==> src/sfs_params.svh <==
/*
 Constants of the framed serial sync control block: register offsets,
 field positions, reset values and synchroniser width.
 Assumes inclusion by bare name from the block's design files.
*/
// Operation
// - Framing enable turns pin into frame sync
// - Direction bit: set slave input, clear master
// - Polarity bit: set active-high, clear active-low
// - Edge bit: set coincides, clear precedes one
// - Unimplemented control bits read zero, writes ignored
`ifndef SFS_PARAMS_SVH
`define SFS_PARAMS_SVH

// ==========================================================
// Register map (byte addresses)
`define SFS_OFS_CTRL 12'h000
`define SFS_OFS_STAT 12'h004

// ==========================================================
// Control field positions
`define SFS_BIT_FRAMING_EN 15
`define SFS_BIT_DIR 14
`define SFS_BIT_POL 13
`define SFS_BIT_EDGE 1

// ==========================================================
// Status field positions
`define SFS_BIT_SEEN 0
`define SFS_BIT_BUSY 1
`define SFS_CNT_LO 8
`define SFS_CNT_HI 15

// ==========================================================
// Reset values
`define SFS_CTRL_RST 1'b0
`define SFS_CNT_RST 8'h00

// ==========================================================
// Synchroniser width for link pins
`define SFS_SYNC_W 2

`endif

==> src/sfs_pkg.sv <==
/*
 Types of the framed serial sync control block.
 Assumes sfs_params.svh is available to the including files.
*/
package sfs_pkg;

   // ==========================================================
   // Framing controls held by software
   typedef struct packed {
      logic framing_enable;
      logic sync_direction_select;
      logic sync_polarity_select;
      logic sync_edge_select;
   } sfs_ctrl_s;

   // ==========================================================
   // APB request as seen by the slave
   typedef struct packed {
      logic psel;
      logic penable;
      logic pwrite;
      logic [11:0] paddr;
      logic [31:0] pwdata;
   } sfs_apb_req_s;

   // ==========================================================
   // Master-side frame pulse sequencer
   typedef enum logic [1:0] {
      SFS_IDLE = 2'b00,
      SFS_ARM = 2'b01,
      SFS_PULSE = 2'b10
   } sfs_state_e;

endpackage

==> src/sfs_top.sv <==
/*
 Framed-mode sync control for a serial port: APB control and status
 registers, frame sync pulse generation as master and detection as slave,
 aligned to edges of the bit clock seen on the link.
 Assumes the bit clock and the frame sync pin come from outside the pclk
 domain, and that the shift engine uses word_start to begin a word.
*/
`include "sfs_params.svh"

module sfs_top (
   // Clock and reset
   input wire logic pclk,
   input wire logic presetn,
   // APB slave
   input wire logic psel,
   input wire logic penable,
   input wire logic pwrite,
   input wire logic [11:0] paddr,
   input wire logic [31:0] pwdata,
   output logic [31:0] prdata,
   output logic pready,
   output logic pslverr,
   // Link pins
   input wire logic bit_clk_pin,
   input wire logic frame_sync_pin_i,
   output logic frame_sync_pin_o,
   output logic frame_sync_pin_oe_n,
   // Ordinary pin role when framing is off
   input wire logic ordinary_o,
   input wire logic ordinary_oe_n,
   // Shift engine side
   input wire logic word_req,
   output logic word_start,
   output logic framing_active
);

   // ==========================================================
   // Bus request bundle
   sfs_pkg::sfs_apb_req_s req;
   assign req = '{psel: psel, penable: penable, pwrite: pwrite,
                  paddr: paddr, pwdata: pwdata};

   // ==========================================================
   // Link pins into the pclk domain
   logic [`SFS_SYNC_W-1:0] pins_s;
   sfs_sync #(.W(`SFS_SYNC_W)) u_sync (
      .pclk(pclk),
      .presetn(presetn),
      .async_i({frame_sync_pin_i, bit_clk_pin}),
      .sync_o(pins_s)
   );

   logic clk_s;
   logic fs_s;
   assign clk_s = pins_s[0];
   assign fs_s = pins_s[1];

   // ==========================================================
   // Register state
   sfs_pkg::sfs_ctrl_s ctrl_r, ctrl_nxt;
   logic seen_r, seen_nxt;
   logic [7:0] cnt_r, cnt_nxt;
   logic pready_r, pready_nxt;
   logic pslverr_r, pslverr_nxt;
   logic [31:0] prdata_r, prdata_nxt;

   // ==========================================================
   // Link state
   sfs_pkg::sfs_state_e st_r, st_nxt;
   logic clk_d_r, clk_d_nxt;
   logic fs_prev_r, fs_prev_nxt;
   logic pend_r, pend_nxt;
   logic req_pend_r, req_pend_nxt;
   logic start_r, start_nxt;
   logic fso_r, fso_nxt;
   logic fsoe_n_r, fsoe_n_nxt;
   logic act_r, act_nxt;

   // ==========================================================
   // Decoded bus strobes and link conditions
   logic acc;
   logic wr_fire;
   logic hit_ctrl;
   logic hit_stat;
   logic rise;
   logic fs_active;
   logic is_master;
   logic is_slave;
   logic word_ev;

   assign acc = req.psel && req.penable;
   assign wr_fire = acc && pready_r && req.pwrite;
   assign hit_ctrl = (req.paddr == `SFS_OFS_CTRL);
   assign hit_stat = (req.paddr == `SFS_OFS_STAT);
   // Rising bit clock edge found in the synchronised sample
   assign rise = clk_s && !clk_d_r;
   // Pin level mapped through the chosen polarity
   assign fs_active = (fs_s == ctrl_r.sync_polarity_select);
   assign is_master = ctrl_r.framing_enable && !ctrl_r.sync_direction_select;
   assign is_slave = ctrl_r.framing_enable && ctrl_r.sync_direction_select;
   assign word_ev = start_nxt;

   // ==========================================================
   // APB answer: one wait state, then pready with data
   always_comb begin
      pready_nxt = acc && !pready_r;
      pslverr_nxt = 1'b0;
      prdata_nxt = 32'h0000_0000;
      if (acc && !pready_r) begin
         pslverr_nxt = !(hit_ctrl || hit_stat);
         if (!req.pwrite && hit_ctrl) begin
            // Unimplemented positions stay zero
            prdata_nxt[`SFS_BIT_FRAMING_EN] = ctrl_r.framing_enable;
            prdata_nxt[`SFS_BIT_DIR] = ctrl_r.sync_direction_select;
            prdata_nxt[`SFS_BIT_POL] = ctrl_r.sync_polarity_select;
            prdata_nxt[`SFS_BIT_EDGE] = ctrl_r.sync_edge_select;
         end else if (!req.pwrite && hit_stat) begin
            prdata_nxt[`SFS_BIT_SEEN] = seen_r;
            prdata_nxt[`SFS_BIT_BUSY] = (st_r != sfs_pkg::SFS_IDLE) || pend_r;
            prdata_nxt[`SFS_CNT_HI:`SFS_CNT_LO] = cnt_r;
         end
      end
   end

   always_ff @(posedge pclk or negedge presetn) begin
      if (!presetn) begin
         pready_r <= 1'b0;
         pslverr_r <= 1'b0;
         prdata_r <= 32'h0000_0000;
      end else begin
         pready_r <= pready_nxt;
         pslverr_r <= pslverr_nxt;
         prdata_r <= prdata_nxt;
      end
   end

   // ==========================================================
   // Control and status registers
   always_comb begin
      ctrl_nxt = ctrl_r;
      seen_nxt = seen_r;
      cnt_nxt = cnt_r;
      if (wr_fire && hit_ctrl) begin
         // Only the four implemented bits take write data
         ctrl_nxt.framing_enable = req.pwdata[`SFS_BIT_FRAMING_EN];
         ctrl_nxt.sync_direction_select = req.pwdata[`SFS_BIT_DIR];
         ctrl_nxt.sync_polarity_select = req.pwdata[`SFS_BIT_POL];
         ctrl_nxt.sync_edge_select = req.pwdata[`SFS_BIT_EDGE];
      end
      // Write one clears the sticky flag; a new word wins
      if (wr_fire && hit_stat && req.pwdata[`SFS_BIT_SEEN]) begin
         seen_nxt = 1'b0;
      end
      if (word_ev) begin
         seen_nxt = 1'b1;
         cnt_nxt = 8'(cnt_r + 8'h01);
      end
   end

   always_ff @(posedge pclk or negedge presetn) begin
      if (!presetn) begin
         ctrl_r <= '{`SFS_CTRL_RST, `SFS_CTRL_RST, `SFS_CTRL_RST, `SFS_CTRL_RST};
         seen_r <= 1'b0;
         cnt_r <= `SFS_CNT_RST;
      end else begin
         ctrl_r <= ctrl_nxt;
         seen_r <= seen_nxt;
         cnt_r <= cnt_nxt;
      end
   end

   // ==========================================================
   // Frame sync sequencing on bit clock rising edges
   always_comb begin
      st_nxt = st_r;
      clk_d_nxt = clk_s;
      fs_prev_nxt = fs_prev_r;
      pend_nxt = pend_r;
      req_pend_nxt = req_pend_r || (word_req && is_master);
      start_nxt = 1'b0;
      unique case (st_r)
         sfs_pkg::SFS_IDLE: begin
            if (req_pend_nxt && is_master) begin
               st_nxt = sfs_pkg::SFS_ARM;
               req_pend_nxt = 1'b0;
            end
         end
         sfs_pkg::SFS_ARM: begin
            if (rise) begin
               st_nxt = sfs_pkg::SFS_PULSE;
               // Coinciding pulse marks the first bit now
               start_nxt = ctrl_r.sync_edge_select;
            end
         end
         sfs_pkg::SFS_PULSE: begin
            if (rise) begin
               st_nxt = sfs_pkg::SFS_IDLE;
               // Preceding pulse: first bit is this next edge
               start_nxt = !ctrl_r.sync_edge_select;
            end
         end
      endcase
      // Slave: detect a fresh active pulse at a bit clock edge
      if (rise && is_slave) begin
         fs_prev_nxt = fs_active;
         pend_nxt = 1'b0;
         if (pend_r) begin
            start_nxt = 1'b1;
         end else if (fs_active && !fs_prev_r) begin
            if (ctrl_r.sync_edge_select) begin
               start_nxt = 1'b1;
            end else begin
               pend_nxt = 1'b1;
            end
         end
      end
      // Leaving framed master mode drops any sequence in flight
      if (!is_master) begin
         st_nxt = sfs_pkg::SFS_IDLE;
         req_pend_nxt = 1'b0;
      end
      if (!is_slave) begin
         pend_nxt = 1'b0;
         fs_prev_nxt = 1'b0;
      end
   end

   always_ff @(posedge pclk or negedge presetn) begin
      if (!presetn) begin
         st_r <= sfs_pkg::SFS_IDLE;
         clk_d_r <= 1'b0;
         fs_prev_r <= 1'b0;
         pend_r <= 1'b0;
         req_pend_r <= 1'b0;
         start_r <= 1'b0;
      end else begin
         st_r <= st_nxt;
         clk_d_r <= clk_d_nxt;
         fs_prev_r <= fs_prev_nxt;
         pend_r <= pend_nxt;
         req_pend_r <= req_pend_nxt;
         start_r <= start_nxt;
      end
   end

   // ==========================================================
   // Pin drive: framed master, framed slave, or ordinary role
   always_comb begin
      act_nxt = ctrl_r.framing_enable;
      if (is_master) begin
         // Pulse level follows the polarity choice
         fso_nxt = (st_nxt == sfs_pkg::SFS_PULSE) ?
                   ctrl_nxt.sync_polarity_select : !ctrl_nxt.sync_polarity_select;
         fsoe_n_nxt = 1'b0;
      end else if (is_slave) begin
         fso_nxt = 1'b0;
         fsoe_n_nxt = 1'b1;
      end else begin
         fso_nxt = ordinary_o;
         fsoe_n_nxt = ordinary_oe_n;
      end
   end

   always_ff @(posedge pclk or negedge presetn) begin
      if (!presetn) begin
         fso_r <= 1'b0;
         fsoe_n_r <= 1'b1;
         act_r <= 1'b0;
      end else begin
         fso_r <= fso_nxt;
         fsoe_n_r <= fsoe_n_nxt;
         act_r <= act_nxt;
      end
   end

   // ==========================================================
   // Outputs, all from flops
   assign prdata = prdata_r;
   assign pready = pready_r;
   assign pslverr = pslverr_r;
   assign frame_sync_pin_o = fso_r;
   assign frame_sync_pin_oe_n = fsoe_n_r;
   assign word_start = start_r;
   assign framing_active = act_r;

endmodule

==> src/sfs_sync.sv <==
/*
 Two-flop synchroniser, one lane per bit, for pins outside the pclk domain.
 Assumes pclk and an active-low asynchronous reset.
*/
module sfs_sync #(
   parameter int W = 2
) (
   // Clock and reset
   input wire logic pclk,
   input wire logic presetn,
   // Asynchronous in, synchronous out
   input wire logic [W-1:0] async_i,
   output logic [W-1:0] sync_o
);

   // ==========================================================
   // Per-bit double flop; first stage feeds only the second
   genvar g;
   generate
      for (g = 0; g < W; g++) begin : g_lane
         logic meta_r;
         logic hold_r;
         always_ff @(posedge pclk or negedge presetn) begin
            if (!presetn) begin
               meta_r <= 1'b0;
               hold_r <= 1'b0;
            end else begin
               meta_r <= async_i[g];
               hold_r <= meta_r;
            end
         end
         assign sync_o[g] = hold_r;
      end
   endgenerate

endmodule

==> config.mk <==
export PLATFORM = sky130hd
export DESIGN_NAME = sfs_top
export DESIGN_NICKNAME = d
export VERILOG_FILES = /design/src/sfs_pkg.sv /design/src/sfs_top.sv /design/src/sfs_sync.sv
export VERILOG_INCLUDE_DIRS = /design/src
export SDC_FILE = /design/constraint.sdc
export NUM_CORES = 1
export LEC_CHECK = 0
export ABC_CLOCK_PERIOD_IN_PS = 3100
export BUFFER_PORTS_ARGS = -buffer_cell sky130_fd_sc_hd__buf_2
export CAP_MARGIN = 30
export CELL_PAD_IN_SITES_DETAIL_PLACEMENT = 0
export CELL_PAD_IN_SITES_GLOBAL_PLACEMENT = 1
export CORE_MARGIN = 1.5
export CORE_UTILIZATION = 36
export CTS_CLUSTER_SIZE = 12
export DETAILED_ROUTE_END_ITERATION = 8
export GPL_TIMING_DRIVEN = 0
export HOLD_SLACK_MARGIN = 0.15
export PLACE_DENSITY_LB_ADDON = 0.1
export RECOVER_POWER = 50
export SYNTH_ARGS = -nofsm -noshare
export SYNTH_HDL_FRONTEND = slang
export SYNTH_HIERARCHICAL = 1
export SYNTH_SLANG_ARGS = --single-unit
export TNS_END_PERCENT = 20
==> constraint.sdc <==
create_clock -name pclk -period 3.1 [get_ports pclk]
set_input_delay 0.62 -clock pclk [delete_from_list [all_inputs] [get_ports pclk]]
set_output_delay 0.62 -clock pclk [all_outputs]
set_load 0.01 [all_outputs]
[Word level (Yosys, flattened, before mapping)]
Index checks and enable logic that the tools add are counted.
Word-level totals
  output and inout port bits: 38
  logic and storage cells: 99
  bits in registers: 39
  input bits: 54
Cells by class
  reductions and logical operators: 31
  equality and inequality tests: 6
  muxes and demuxes: 39
  $add $sub $neg: 1
Operator list (count)
  $mux 1: 26
  $logic_and 1x1->1: 16
  $mux 8: 2
  $mux 2: 7
  $eq 12x3->1 const B: 1
  $logic_not 12->1: 1
  $add 8x1->8 const B: 1
  $logic_not 1->1: 8
  $pmux 2 s3: 1
  $mux 5: 1
  $eq 2x2->1 const B: 2
  $reduce_bool 2->1: 2
  $logic_or 1x1->1: 3
  $mux 3: 1
  $eq 2x1->1 const B: 1
  $logic_not 2->1: 1
  $ne 2x1->1 const B: 1
  $pmux 1 s2: 1
  $eq 1x1->1: 1

[Depth between registers and ports, before layout]
  word-level depth: 11
  mapped depth: 7
  mapped depth without buffers: 7

[By module]
Netlist, hierarchy kept.
By module, submodules not included
  sfs_top: sequential area each 877.1 sq um, instances 1, cells an instance 153, area each 1712.9 sq um
  sfs_sync: sequential area each 100.1 sq um, instances 1, cells an instance 6, area each 115.1 sq um

[Worst setup path after synthesis]
OpenSTA, ideal clock, no wires.
  path type: input to register
  from: in paddr[5]
  to: reg fso_r, in the netlist frame_sync_pin_o
  arrival time: 2.128 ns
  required time: 2.974 ns
  cell stages on the path: 5
  setup time: 0.126 ns
  buffers on the path: 0
  setup slack: 0.846 ns
  path through: or4_4 > nor4_4 > mux2_4 > xnor2_1 > o22ai_2
RTL lines
  start, declared: RTL line sfs_top.sv:18  | input wire logic [11:0] paddr,
  end signal, assigned: RTL line sfs_top.sv:270  | fso_r <= fso_nxt;
  end, declared: RTL line sfs_top.sv:75  | logic fso_r, fso_nxt;

==> results.tsv <==
stage	metric	value	unit
synthesis	number of flops mapped to enable cells by yosys	0	
pwr	net switching power	0.000215	W
timing	Setup TNS	0	ns
finish	share of cells above drive strength 1	36.7	%
die	die height	74.3	um
synthesis	Mapped Cells	159	
die	core area	4820	um2
synthesis	Yosys top cell by area	dfrtp_1	
pwr	sequential power share	50.2	%
pwr	cell-internal power	0.000813	W
grt	GR peak layer	met2	
synthesis	top cells by count, synth	38 x dfrtp_1, 24 x buf_4, 10 x nor2_1	
setup_path	crit path launch type	primary input	
clock_network	H-Tree Depth	2	
synthesis	top post-synthesis cells by area	dfrtp_1 52%, buf_4 9.9%, xnor2_1 3.4%	
grt	largest net degree at the start of global routing	40	
setup_path	slowest stage cell, crit path	or4_4	
die	Starting Density	37.9	%
die	die area	5510	um2
timing	worst hold slack	0.349	ns
pwr	Cell Pwr Density	446	nW/um2
detailed_routing	Initial DRT Pass Iterations	4	
grt	initial antenna violation count	0	
grt	grt ovf	0	
clock_network	cts hold-fix bufs	0	
finish	register area	977	um2
finish	area occupied by multi-input gates	718	um2
die	Site Rows	25	
placed_design	routability cong.	0.708	
clock_network	Worst-Skew Late Latency	0.29	ns
setup_path	worst path buffer plus inverter count	1	
pwr	clock share of power	42.1	%
pwr	leakage dissipation	1.22	nW
pwr	Total Power	0.00103	W
timing	crit share post-route	70.2	%
clock_network	Max Root-Sink Buffers	2	
die	die width	74.3	um
worst_hold_path	hold crit path type	reg2reg	
detailed_routing	DR DRC count	0	
status	failing checks	capacitance limit, slew limit	
grt	routing usage on met1	18.0	%
detailed_routing	Vias	1303	
setup_path	CP required	3.26	ns
synthesis	syn_area_per_cell	11.5	um2
setup_path	crit-path max cell delay	0.55	ns
synthesis	Distinct cells, synth	44	
setup_path	Crit path max-delay family	simple AND/OR/NAND/NOR gates	
finish	post-route cell area	2310	um2
pwr	Comb power frac	7.6	%
clock_network	TritonCTS buffer count	5	
timing	skew final	0.00505	ns
timing	relative slew slack	-35.4	%
clock_network	CTS clk-pin slew, worst paths	0.08	ns
finish	Fillers	478	
grt	GR Util met3	5.01	%
timing	endpoints failing setup	0	
placed_design	Placed Instance Area	2200	um2
detailed_routing	initial drt markers	52	
clock_network	number of post-CTS setup repair buffers	0	
grt	GRT Util Overall	13.8	%
setup_path	Crit. End Element	flip-flop	
timing	RSZ-0062 raised after global routing	false	
synthesis	Post-synth ARST share	100	%
detailed_routing	final wirelength	3370	um
synthesis	ys flop type	dfrtp_1	
status	status	complete, but fails checks	
finish	NumNets Final	286	
clock_network	post-cts sizing count	0	
clock_network	CTS root buffer	clkbuf_8	
detailed_routing	post-route ant nets	0	
grt	grt met2 use	21.0	%
setup_path	CP Data Arrival Time	2.34	ns
timing	final hold violation count	0	
placed_design	I/O Buffers	41	
finish	Area Growth Syn to Fin	26.2	%
finish	antenna diode count	0	
synthesis	Seq/Total Area, Yosys	53.5	%
setup_path	type of the worst setup path	in2reg	
synthesis	number of synthesized register bits	39	
timing	measured slew at the worst slew-check pin	2.03	ns
synthesis	YS warnings	6	
pwr	Switching Share	21.0	%
setup_path	crit-path max FO	4	
synthesis	top-count cell post-synth	dfrtp_1	
synthesis	Cell Area, Synth	1830	um2
grt	first-pass GRT wire length	5760	um
detailed_routing	WL/cell	11.4	um
timing	fmax	460	MHz
placed_design	hpwl dp	2530	um
pwr	Max rail drop VDD	216	uV
clock_network	CTS tree	built	
detailed_routing	Via density	4.40	
die	Boundary Pins	92	
timing	Final Max Slew Viols	40	
flow_run	max cap viols	1	
clock_network	Num Clock Sinks	39	
synthesis	top cell type's share of synthesized area	52.0	%
grt	vias in the first global route	1266	
timing	Final Critical Period	2.18	ns
setup_path	crit-path cells	buf_2 > or4_4 > nor4_4 > mux2_4 > xnor2_1 > o22ai_2	
## sequential cells by signal, indices dropped and copies added, names as in the netlist
signal,cells
frame_sync_pin_oe_n,1
word_start,1
ctrl_r,3
st_r,2
act_nxt,1
frame_sync_pin_o,1
cnt_r,8
u_sync/g_lane.hold_r,2
pready,1
pslverr,1
fs_prev_r,1
clk_d_r,1
prdata,10
u_sync/g_lane.meta_r,2
pend_r,1
framing_active,1
seen_r,1
req_pend_r,1
## routing by layer
layer / vias up / routed length [um]
li1: 638 / -
met1: 590 / 1510
met2: 69 / 1420
met3: 6 / 385
met4: 0 / 46
met5: - / 0
## power by group through the flow
stage          registers [W]   logic, W  clock network [W]
2_1_floorplan       0.000528  0.0000463                  0
3_3_place_gp        0.000526  0.0000783                  0
3_5_place_dp        0.000527  0.0000792                  0
4_1_cts             0.000517  0.0000793           0.000448
5_1_grt             0.000517  0.0000882           0.000474
6_report            0.000517  0.0000785           0.000433
## cells in the final DEF, fill, tap and decap left out, types with 2 or more instances in the layout
master	netlist	final
conb_1	1	22
nor2_1	10	10
o21ai_0	2	2
ha_1	4	4
nand2_1	9	9
xnor2_1	7	7
mux2_2	4	4
buf_2	1	40
clkbuf_1	2	5
nand4_1	7	7
and2_1	6	6
clkbuf_8	0	6
and3_1	2	2
inv_1	5	5
buf_4	24	23
mux2i_1	3	3
or4_4	2	2
dfrtp_1	38	38
xor2_1	3	3
a21oi_1	2	2
nand2b_1	3	3
## logic make-up (layout without fill, tap and decap cells)
family / Yosys count / in the layout / share of synthesized area [%]
other: 1 / 22 / 0.205
xor gates and xnor gates: 10 / 10 / 4.79
DFF: 39 / 39 / 53.5
and+or+nand+nor: 52 / 52 / 17.0
adders and majority gates: 4 / 4 / 2.74
AOI/OAI and AO/OA: 13 / 13 / 5.27
buffers and inverters: 32 / 81 / 11.6
muxes: 8 / 8 / 4.93
## metrics by stage
step | utilization (%) | std cells | setup WS, ns
floorplan | - | 180 | 0.846
global placement | 45.6 | 288 | 0.623
detailed placement | 45.6 | 288 | 0.621
CTS | 48.0 | 296 | 0.939
global route | 47.9 | 296 | 0.577
finish | 47.9 | 296 | 0.924
## path summary, 6_finish.rpt
kind	from	endpoint	slack (ns)	depth (start not counted)
hold / removal	u_sync/g_lane[1].meta_r	u_sync/g_lane[1].hold_r	0.35	0
setup / recovery	paddr[5]	frame_sync_pin_o	0.92	6
hold reg to reg	u_sync/g_lane[1].meta_r	u_sync/g_lane[1].hold_r	0.35	0
max in group asynchronous	presetn	u_sync/g_lane[0].meta_r	1.03	1
min in group asynchronous	presetn	st_r[1]	0.90	1
setup reg to reg	act_nxt	cnt_r[1]	0.93	5
## area by class of cell
class / instances / share of cell area [%]
inverters: 5 / 0.813
clock buffers: 6 / 3.58
plain buffers: 27 / 8.13
well taps: 67 / 3.63
clock inverters: 2 / 1.52
multi-input cells: 109 / 31.1
flip-flops and latches: 39 / 42.4
repair buffers: 41 / 8.84
(Power assumes the default switching activity.)
